--- src/inc/simt_pkg.sv ---
// Constants for the static memory integration test registers
package simt_pkg;

   // -------------------------------------------------------------------
   // Bus geometry
   // -------------------------------------------------------------------
   localparam int DATA_W = 32;
   localparam int ADDR_W = 13;

   // -------------------------------------------------------------------
   // Register offsets
   // -------------------------------------------------------------------
   localparam logic [ADDR_W-1:0] OFF_TEST_CONFIG = 13'h1E00;
   localparam logic [ADDR_W-1:0] OFF_INPUT_VIEW = 13'h1E04;
   localparam logic [ADDR_W-1:0] OFF_OUTPUT_DRIVE = 13'h1E08;

   // -------------------------------------------------------------------
   // Field positions
   // -------------------------------------------------------------------
   localparam int CFG_TEST_MUX_ENABLE = 0;
   localparam int IN_MEM_CLOCK_SYNC = 5;
   localparam int IN_AHB_CLOCK_SYNC = 4;
   localparam int IN_EBI_BACKOFF = 3;
   localparam int IN_EBI_GRANT = 2;
   localparam int IN_BUS_SHARE = 1;
   localparam int IN_LOWPOWER_REQ = 0;
   localparam int IN_VIEW_W = 6;
   localparam int DRV_SHARED_BUS_REQ = 2;
   localparam int DRV_LOWPOWER_ACK = 1;
   localparam int DRV_CLOCK_ACTIVE = 0;
   localparam int DRIVE_W = 3;

   // -------------------------------------------------------------------
   // Reset and tie-off values
   // -------------------------------------------------------------------
   localparam logic CONFIG_RESET = 1'h0;
   localparam logic [DRIVE_W-1:0] DRIVE_RESET = 3'h0;
   localparam logic [DATA_W-1:0] READ_ZERO = 32'h0000_0000;
   localparam logic TIE_OUTPUT = 1'h0;
   localparam logic TIE_CORE_BACKOFF = 1'h0;
   localparam logic TIE_CORE_GRANT = 1'h0;
   localparam logic TIE_CORE_LOWPOWER_REQ = 1'h0;

endpackage

--- src/hdl/simt_regs.sv ---
// Integration test registers of the static memory controller
// Functional notes
// RULE1: Test enable routes outputs from drive register, other outputs tied off.
// RULE2: In test mode input pins may toggle without upsetting functional logic.
// RULE3: Software writes zero to config bits 31..1; those read undefined.
// RULE4: Read-only input view register at 0x1E04 shows selected inputs.
// RULE5: Input view reads are refused while the controller is in Reset.
// RULE6: Input view bit 5 memory clock tie, bit 4 AHB clock tie.
// RULE7: Input view bit 3 EBI backoff, bit 2 EBI grant.
// RULE8: Input view bit 1 bus share tie, bit 0 low-power request.
// RULE9: Write-only drive register at 0x1E08, unreadable in Reset state.
// RULE10: Drive bit 2 appears on shared bus request output in test mode.
// RULE11: Drive bit 1 appears on low-power acknowledge output in test mode.
// RULE12: Drive bit 0 appears on clock active output in test mode.
// RULE13: Software writes zero to drive register bits 31..3.
// RULE14: Config register at 0x1E00, read/write, resets to zero.
// RULE15: Config reads and writes are blocked in the Reset state.
// RULE16: Without test enable, functional logic drives outputs and sees inputs.
`timescale 1ns/1ps
module simt_regs #(
   parameter int OTHER_W = 8
) (
   input wire logic clk_in,
   input wire logic reset_in,
   input wire logic ctrl_reset_state_in,
   input wire logic psel_in,
   input wire logic penable_in,
   input wire logic pwrite_in,
   input wire logic [simt_pkg::ADDR_W-1:0] paddr_in,
   input wire logic [simt_pkg::DATA_W-1:0] pwdata_in,
   output logic [simt_pkg::DATA_W-1:0] prdata_out,
   output logic pready_out,
   output logic pslverr_out,
   input wire logic mem_clock_sync_tie_in,
   input wire logic ahb_clock_sync_tie_in,
   input wire logic external_bus_share_tie_in,
   input wire logic ebi_backoff_in,
   input wire logic ebi_grant_in,
   input wire logic lowpower_request_in,
   input wire logic func_shared_bus_request_in,
   input wire logic func_lowpower_ack_in,
   input wire logic func_clock_active_in,
   input wire logic [OTHER_W-1:0] func_other_in,
   output logic shared_bus_request_out,
   output logic lowpower_ack_out,
   output logic clock_active_out,
   output logic [OTHER_W-1:0] other_out,
   output logic core_ebi_backoff_out,
   output logic core_ebi_grant_out,
   output logic core_lowpower_request_out,
   output logic test_mode_out
);
   import simt_pkg::*;

   // -------------------------------------------------------------------
   // Decode
   // -------------------------------------------------------------------
   logic test_en_q;
   logic [DRIVE_W-1:0] drive_q;
   logic [DATA_W-1:0] rdata_q;
   logic [DATA_W-1:0] rdata_d;
   logic hit_cfg;
   logic hit_in;
   logic hit_out;
   logic refused;
   logic setup;
   logic access;
   logic wr_ok;

   assign hit_cfg = (paddr_in == OFF_TEST_CONFIG);
   assign hit_in = (paddr_in == OFF_INPUT_VIEW);
   assign hit_out = (paddr_in == OFF_OUTPUT_DRIVE);
   assign setup = psel_in && !penable_in;
   assign access = psel_in && penable_in;

   // Unmapped address, a register locked by the Reset state, or a write to the read-only input view outside the Reset state
   always_comb
   begin
      refused = 1'b0;
      if (!(hit_cfg || hit_in || hit_out))
      begin
         refused = 1'b1;
      end
      else if (ctrl_reset_state_in)
      begin
         if (hit_cfg)
         begin
            refused = 1'b1; // [RULE15]
         end
         else if (hit_in && !pwrite_in)
         begin
            refused = 1'b1; // [RULE5]
         end
         else if (hit_out && !pwrite_in)
         begin
            refused = 1'b1; // [RULE9]
         end
      end
      else if (hit_in && pwrite_in)
      begin
         refused = 1'b1; // [RULE4]
      end
   end

   assign wr_ok = access && pwrite_in && !refused;

   // -------------------------------------------------------------------
   // Configuration register
   // -------------------------------------------------------------------
   // Only the enable bit is stored; upper bits are dropped
   always_ff @(posedge clk_in)
   begin
      if (reset_in)
      begin
         test_en_q <= CONFIG_RESET; // [RULE14]
      end
      else if (wr_ok && hit_cfg)
      begin
         test_en_q <= pwdata_in[CFG_TEST_MUX_ENABLE]; // [RULE14] [RULE3]
      end
   end

   // -------------------------------------------------------------------
   // Output drive register
   // -------------------------------------------------------------------
   always_ff @(posedge clk_in)
   begin
      if (reset_in)
      begin
         drive_q <= DRIVE_RESET;
      end
      else if (wr_ok && hit_out)
      begin
         drive_q <= pwdata_in[DRIVE_W-1:0]; // [RULE9] [RULE13]
      end
   end

   // -------------------------------------------------------------------
   // Read data
   // -------------------------------------------------------------------
   // Captured in the setup phase so it stands through the access phase
   always_comb
   begin
      rdata_d = READ_ZERO;
      if (!refused && !pwrite_in)
      begin
         if (hit_cfg)
         begin
            rdata_d[CFG_TEST_MUX_ENABLE] = test_en_q; // [RULE3]
         end
         else if (hit_in)
         begin
            rdata_d[IN_MEM_CLOCK_SYNC] = mem_clock_sync_tie_in; // [RULE6]
            rdata_d[IN_AHB_CLOCK_SYNC] = ahb_clock_sync_tie_in;
            rdata_d[IN_EBI_BACKOFF] = ebi_backoff_in; // [RULE7]
            rdata_d[IN_EBI_GRANT] = ebi_grant_in;
            rdata_d[IN_BUS_SHARE] = external_bus_share_tie_in; // [RULE8]
            rdata_d[IN_LOWPOWER_REQ] = lowpower_request_in;
         end
      end
   end

   always_ff @(posedge clk_in)
   begin
      if (reset_in)
      begin
         rdata_q <= READ_ZERO;
      end
      else if (setup)
      begin
         rdata_q <= rdata_d; // [RULE4]
      end
   end

   assign prdata_out = rdata_q;
   assign pready_out = 1'b1;
   assign pslverr_out = access && refused;
   assign test_mode_out = test_en_q;

   // -------------------------------------------------------------------
   // Pin steering
   // -------------------------------------------------------------------
   simt_mux #(
      .OTHER_W(OTHER_W)
   ) u_mux (
      .clk_in(clk_in),
      .reset_in(reset_in),
      .test_en_in(test_en_q), // [RULE1]
      .drive_in(drive_q),
      .func_shared_bus_request_in(func_shared_bus_request_in),
      .func_lowpower_ack_in(func_lowpower_ack_in),
      .func_clock_active_in(func_clock_active_in),
      .func_other_in(func_other_in),
      .ebi_backoff_in(ebi_backoff_in),
      .ebi_grant_in(ebi_grant_in),
      .lowpower_request_in(lowpower_request_in),
      .shared_bus_request_out(shared_bus_request_out),
      .lowpower_ack_out(lowpower_ack_out),
      .clock_active_out(clock_active_out),
      .other_out(other_out),
      .core_ebi_backoff_out(core_ebi_backoff_out),
      .core_ebi_grant_out(core_ebi_grant_out),
      .core_lowpower_request_out(core_lowpower_request_out)
   );
endmodule

--- src/hdl/simt_mux.sv ---
// Output and input steering between functional logic, test register and pins
`timescale 1ns/1ps
module simt_mux #(
   parameter int OTHER_W = 8
) (
   input wire logic clk_in,
   input wire logic reset_in,
   input wire logic test_en_in,
   input wire logic [simt_pkg::DRIVE_W-1:0] drive_in,
   input wire logic func_shared_bus_request_in,
   input wire logic func_lowpower_ack_in,
   input wire logic func_clock_active_in,
   input wire logic [OTHER_W-1:0] func_other_in,
   input wire logic ebi_backoff_in,
   input wire logic ebi_grant_in,
   input wire logic lowpower_request_in,
   output logic shared_bus_request_out,
   output logic lowpower_ack_out,
   output logic clock_active_out,
   output logic [OTHER_W-1:0] other_out,
   output logic core_ebi_backoff_out,
   output logic core_ebi_grant_out,
   output logic core_lowpower_request_out
);
   import simt_pkg::*;

   // -------------------------------------------------------------------
   // External outputs
   // -------------------------------------------------------------------
   always_ff @(posedge clk_in)
   begin
      if (reset_in)
      begin
         shared_bus_request_out <= TIE_OUTPUT;
         lowpower_ack_out <= TIE_OUTPUT;
         clock_active_out <= TIE_OUTPUT;
         other_out <= '0;
      end
      else if (test_en_in)
      begin
         shared_bus_request_out <= drive_in[DRV_SHARED_BUS_REQ]; // [RULE1] [RULE10]
         lowpower_ack_out <= drive_in[DRV_LOWPOWER_ACK]; // [RULE11]
         clock_active_out <= drive_in[DRV_CLOCK_ACTIVE]; // [RULE12]
         other_out <= {OTHER_W{TIE_OUTPUT}}; // [RULE1]
      end
      else
      begin
         shared_bus_request_out <= func_shared_bus_request_in; // [RULE16]
         lowpower_ack_out <= func_lowpower_ack_in;
         clock_active_out <= func_clock_active_in;
         other_out <= func_other_in;
      end
   end

   // -------------------------------------------------------------------
   // Inputs toward functional logic
   // -------------------------------------------------------------------
   // Pins toggled by a test must not upset the functional logic
   always_ff @(posedge clk_in)
   begin
      if (reset_in)
      begin
         core_ebi_backoff_out <= TIE_CORE_BACKOFF;
         core_ebi_grant_out <= TIE_CORE_GRANT;
         core_lowpower_request_out <= TIE_CORE_LOWPOWER_REQ;
      end
      else if (test_en_in)
      begin
         core_ebi_backoff_out <= TIE_CORE_BACKOFF; // [RULE2]
         core_ebi_grant_out <= TIE_CORE_GRANT;
         core_lowpower_request_out <= TIE_CORE_LOWPOWER_REQ;
      end
      else
      begin
         core_ebi_backoff_out <= ebi_backoff_in; // [RULE16]
         core_ebi_grant_out <= ebi_grant_in;
         core_lowpower_request_out <= lowpower_request_in;
      end
   end
endmodule

--- config.mk ---
export PLATFORM = sky130hd
export DESIGN_NAME = simt_regs
export DESIGN_NICKNAME = d
export VERILOG_FILES = /design/src/inc/simt_pkg.sv /design/src/hdl/simt_regs.sv /design/src/hdl/simt_mux.sv
export SDC_FILE = /design/constraint.sdc
export NUM_CORES = 1
export LEC_CHECK = 0
export BUFFER_PORTS_ARGS = -buffer_cell sky130_fd_sc_hd__buf_4
export CAP_MARGIN = 0
export CORE_UTILIZATION = 35
export CTS_BUF_LIST = sky130_fd_sc_hd__clkbuf_8 sky130_fd_sc_hd__clkbuf_16
export DETAILED_ROUTE_END_ITERATION = 12
export GPL_TIMING_DRIVEN = 0
export MAX_ROUTING_LAYER = met4
export PLACE_DENSITY = 0.8
export RECOVER_POWER = 100
export REMOVE_ABC_BUFFERS = 1
export SYNTH_ARGS = -nofsm -noshare
export SYNTH_HDL_FRONTEND = slang
export SYNTH_SLANG_ARGS = --single-unit
export TNS_END_PERCENT = 20
--- constraint.sdc ---
create_clock -name clk_in -period 1.16 [get_ports clk_in]
set_input_delay 0.174 -clock clk_in [delete_from_list [all_inputs] [get_ports clk_in]]
set_output_delay 0.174 -clock clk_in [all_outputs]
set_load 0.02 [all_outputs]
==> results of run 1 <==
==> per-layer routing <==
metal,vias to the layer above,GRT usage (%)
met5,-,-
met4,0,6.12
met3,2,2.42
met2,69,25.2
met1,405,14.1
li1,456,-
==> layout by cell type (no fill, tap or decap), types with 2 or more instances in the layout <==
master	Yosys	routed
o21ai_0	5	5
nor4_4	2	2
clkbuf_8	0	3
mux2i_1	3	3
nand3_1	4	4
nor2b_1	2	2
a21oi_1	5	5
buf_4	27	39
a22o_2	2	2
nand2_1	3	3
a22o_1	2	2
conb_1	2	27
nor2_1	6	5
buf_6	0	3
clkbuf_1	3	19
dfxtp_1	24	24
and2_1	11	11
nand4_1	2	2
==> power breakdown <==
part           total, mW  internal, mW  switching, mW  leakage [nW]
registers          0.854         0.849        0.00554         0.197
clock network      0.706         0.460          0.246        0.0357
logic              0.311         0.123          0.188         0.448
total               1.87          1.43          0.439         0.681
==> sequential cells by signal, indices dropped and copies added, names as in the netlist <==
name                             flops
u_mux.shared_bus_request_out         1
prdata_out                           6
u_mux.lowpower_ack_out               1
u_mux.core_ebi_backoff_out           1
u_mux.core_ebi_grant_out             1
u_mux.clock_active_out               1
drive_q                              3
u_mux.other_out                      8
u_mux.core_lowpower_request_out      1
test_mode_out                        1
==> critical path: cells and delay by family <==
| kind | cells | cell delay, ns |
|---|---|---|
| buf+inv | 2 | 0.25 |
| simple gates | 2 | 0.52 |
| compound gates | 1 | 0.07 |
==> logic make-up (layout without fill, tap and decap cells) <==
| family | after synthesis | count (layout) | share of synthesized area, % |
|---|---|---|---|
| compound gates | 17 | 17 | 9.78 |
| buf+inv | 32 | 66 | 19.8 |
| flops | 24 | 24 | 42.7 |
| mux | 4 | 4 | 3.67 |
| other cells | 2 | 27 | 0.667 |
| simple gates | 37 | 37 | 23.4 |
==> layout make-up <==
class	count	area [µm²]	share of cell area, %
clock buffer	3	41.3	2.70
clock inverter	1	30.0	1.97
inverter	1	3.75	0.246
multi-input combinational	85	519	34.0
sequential	24	480	31.4
tap	44	55.1	3.60
timing repair buffer	61	398	26.0
==> how the worst max path moves through the flow <==
stage,endpoint,slack [ns],cells after the start
2_1_floorplan,pslverr_out,0.04,3
3_3_place_gp,prdata_out[1],-0.12,5
3_5_place_dp,test_mode_out,-0.14,5
4_1_cts,pslverr_out,-0.05,5
5_1_grt,pslverr_out,-0.07,5
6_report,pslverr_out,-0.03,5
==> what timing repair did <==
item | 4_1_cts | 5_1_grt
pin swaps | 3 | 3
setup endpoints to repair | 2 | 12
setup buffers | 1 | 0
gates resized for setup | 3 | 2
==> through the flow <==
| stage | setup WS [ns] | util, % | cells |
|---|---|---|---|
| 2_1_floorplan | 0.0446 | - | 110 |
| 3_3_place_gp | -0.119 | 49.3 | 214 |
| 3_5_place_dp | -0.139 | 49.3 | 214 |
| 4_1_cts | -0.0503 | 52.2 | 219 |
| 5_1_grt | -0.0697 | 50.0 | 219 |
| 6_report | -0.0341 | 50.0 | 219 |
==> results.cfg, run 1 <==
[yosys]
ys_types = 29
async_flop_share_pct = 0
synth_area_leaders = dfxtp_1, buf_4, and2_1
yosys.area.top_type = dfxtp_1
yosysWarnings = 0
synth_edf_count = 0
synth.avg_cell_area_um2 = 9.71
yosys_most_used_dff = dfxtp_1
synth_top_area_share_pct = 42.7
ys_seq_elements = 24
seq_area_frac_synth_pct = 42.7
yosysMostFrequentCell = buf_4
ys_top_cells_by_count = buf_4, dfxtp_1, and2_1
syn-instance-count = 116
synth.cell_area_um2 = 1130

[finish]
drive_above_1_share_pct = 32.0
fin_area_um2 = 1530
n_fill_cell = 317
area_delta_synth_final_pct = 35.7
antenna-diode-count = 0
nNetsFinal = 244

[grt]
grt_usage_pct = 13.7
overflow = 0
grt_max_degree = 15
antenna_found_initial = 0
grt_pass1_wl_um = 3510
grt_pass1_vias = 859

[critical_path]
max_stage_delay_ns = 0.29
arrival_ns = 1.02
crit_path_max_fanout = 3
r2r_end = prdata_out[0]
worstPathRequired_ns = 0.99
r2r_slack_ns = 0.10
rr_startpoint = test_mode_out
slowest_stage = nor4_4
crit_type = in -> out
critPathLaunchType = input port
crit_path_end_kind = output pin
crit_chain = buf_6, nor4_4, and3_4, a31oi_1, buf_4
r2r_cells = 3
setup.worst_path.start = paddr_in[5]

[sta]
post-route-period-util_pct = 103
max_clock_freq_mhz = 837
worst_slack_ns = -0.0341
whs_ns = 0.110
fin_worst_skew_ns = 0.00537
hold_viol_final = 0
tns_ns = -0.0387
setup_viol = 2
grt_setup_unrepaired = yes
period_needed_ns = 1.19
drv_slew = 0

[min_path]
hold_path_depth = 2
min_to = u_mux.other_out[2]
hold_path.class = in -> reg
min-delay-start = func_other_in[2]

[drt]
drc = 0
drt-met1-wl_um = 894
top_layer_used = met4
drtIter0Drc = 17
met3_length_um = 292
vias = 932
drt-pass1-iter-count = 4
ant_nets = 0
wl_per_cell_um = 10.3
via_per_inst = 4.26
wl_met2_um = 1060
wl_um = 2260

[clock_tree]
cts_hold_buf = 0
ctsRootBufferMaster = clkbuf_8
numCtsBuffers = 3
cts.htree.levels = 1
cts_num_sinks = 24
cts_tree = done
clock_latency_ns = 0.26
clockBufferDepth = 2
cts.clk_slew.worst_paths_ns = 0.08

[power]
p_total_mw = 1.87
ir_drop_mv = 0.449
powerDensity_nw_per_um2 = 1230
p_leak_nw = 0.681

[floorplan]
die_h_um = 58.7
design.die.area_um2 = 3450
row_count = 20
boundaryPins = 117
die_w_um = 58.7
core_um2 = 3050
start_util_pct = 36.9

[placed_design]
place_congestion = 0.676
port_buffers = 60
place_area_um2 = 1510

[outcome]
violations = setup timing
status = complete, but fails checks

[flow_run]
cap_viol_max_count = 0
(Power assumes the default switching activity.)
==> run 2, diff against run 1 <==
==> constraint.sdc (replaced) <==
create_clock -name clk_in -period 1.16 [get_ports clk_in]
set_input_delay 0.174 -clock clk_in [delete_from_list [all_inputs] [get_ports clk_in]]
set_output_delay 0.174 -clock clk_in [all_outputs]
set_load 0.005 [all_outputs]
==> run 2 against run 1 <==
The run still ends with setup timing left; fmax increased by 0.89%; clock skew about the same; hold slack improved by 0.0016 ns; count of clock-buffer cells in the layout unchanged; worst setup slack improved by 0.010 ns; clock power about the same; highest routed layer unchanged; global-route usage unchanged.
==> results.cfg, run 2 (same netlist as run 1, synthesis figures left out) <==
[floorplan]
boundaryPins = 117
die_w_um = 58.7
start_util_pct = 36.9
row_count = 20
die_h_um = 58.7
design.die.area_um2 = 3450
core_um2 = 3050

[sta]
post-route-period-util_pct = 102
grt_setup_unrepaired = yes
fin_worst_skew_ns = 0.00583
hold_viol_final = 0
max_clock_freq_mhz = 845
period_needed_ns = 1.18
drv_slew = 0
setup_viol = 1
worst_slack_ns = -0.0236

[clock_tree]
numCtsBuffers = 3
cts_hold_buf = 0
ctsRootBufferMaster = clkbuf_8
cts_num_sinks = 24
cts.htree.levels = 1
cts_tree = done
cts.clk_slew.worst_paths_ns = 0.08
clockBufferDepth = 2
clock_latency_ns = 0.26

[drt]
ant_nets = 0
drtIter0Drc = 12
wl_um = 2230
wl_per_cell_um = 10.2
drt-pass1-iter-count = 4
vias = 935
drc = 0
via_per_inst = 4.27

[finish]
final_common_cell = buf_4
area_delta_synth_final_pct = 41.7
antenna-diode-count = 0
most-common-layout-cells = buf_4, conb_1, dfxtp_1
nNetsFinal = 244
drive_above_1_share_pct = 42.9
largest_reg_flops = 8
fin_area_um2 = 1600
largest-register = u_mux.other_out

[power]
powerDensity_nw_per_um2 = 1130
ir_drop_mv = 0.444
p_leak_nw = 0.743
p_total_mw = 1.80

[critical_path]
arrival_ns = 1.01
crit_type = in -> out
r2r_cells = 3
crit_path_max_fanout = 3
slowest_stage = nor4_4
max_stage_delay_ns = 0.29
critPathLaunchType = input port
rr_startpoint = test_mode_out
worstPathRequired_ns = 0.99
crit_path_end_kind = output pin
r2r_slack_ns = 0.10
r2r_end = prdata_out[0]
crit_chain = buf_6, nor4_4, and3_4, a31oi_1, buf_4

[placed_design]
port_buffers = 60
place_congestion = 0.676
place_area_um2 = 1510
place_worst_setup_slack_ns = -0.139

[grt]
overflow = 0
grt_pass1_vias = 859
grt_usage_pct = 13.7
grt_max_degree = 15
antenna_found_initial = 0
grt_pass1_wl_um = 3510

[min_path]
hold_path.class = in -> reg
min_to = u_mux.other_out[2]
min-delay-start = func_other_in[2]
hold_path_depth = 2

[outcome]
status = complete, but fails checks
violations = setup timing

[flow_run]
cap_viol_max_count = 0
-- run 2: cell types whose count changed in the layout (fill, tap and decap cells not counted) --
cell | previous run | this run
and2_1 | 11 | 5
buf_6 | 3 | 2
clkbuf_1 | 19 | 0
clkbuf_4 | 0 | 20
and2_0 | 0 | 6
-- run 2: power by group --
part / switching, mW / total, mW / internal (mW)
combinational: 0.0999 / 0.238 / 0.138
sequential: 0.00556 / 0.854 / 0.849
clock: 0.245 / 0.706 / 0.460
-- run 2: layout make-up --
type | instances | area, µm²
timing repair buffer | 61 | 465
inverter | 1 | 3.75
sequential | 24 | 480
tap | 44 | 55.1
multi-input combinational | 85 | 519
fill | 301 | 1460
clock buffer | 3 | 41.3
clock inverter | 1 | 30.0
-- run 2: how the worst max path moves through the flow --
| stage | startpoint | to | slack [ns] | cells after the start |
|---|---|---|---|---|
| 6_report | paddr_in[8] | pslverr_out | -0.02 | 5 |
| 5_1_grt | paddr_in[8] | pslverr_out | -0.06 | 5 |
| 4_1_cts | paddr_in[8] | pslverr_out | -0.03 | 5 |
| 3_5_place_dp | paddr_in[5] | test_mode_out | -0.14 | 5 |
| 3_3_place_gp | paddr_in[5] | prdata_out[1] | -0.12 | 5 |
| 2_1_floorplan | paddr_in[5] | prdata_out[1] | 0.07 | 4 |
-- run 2: per-stage QoR --
stage	setup TNS, ns	hold slack, ns	utilization (%)	std cells
2_1_floorplan	0	0.243	-	110
3_3_place_gp	-0.733	0.377	49.3	214
3_5_place_dp	-0.862	0.378	49.3	214
4_1_cts	-0.0289	0.100	52.2	219
5_1_grt	-0.0848	0.0979	52.3	219
6_report	-0.0236	0.112	52.3	219
-- run 2: worst max-delay path: cells and delay by family --
kind | cells | cell delay, ns
AO/OA/AOI/OAI | 1 | 0.08
AND/OR/NAND/NOR | 2 | 0.52
buffers and inverters | 2 | 0.24
-- run 2: layer usage --
layer | track usage [%] | share of wire (%)
met2 | 25.2 | 48
met4 | 6.12 | 0.45
met3 | 2.42 | 12
met5 | - | 0
met1 | 14.1 | 40
-- run 2: repair_timing --
action | in CTS | in global routing
setup buffers | 1 | 0
resized for setup | 2 | 2
setup endpoints to repair | 1 | 13
pin swaps | 3 | 1
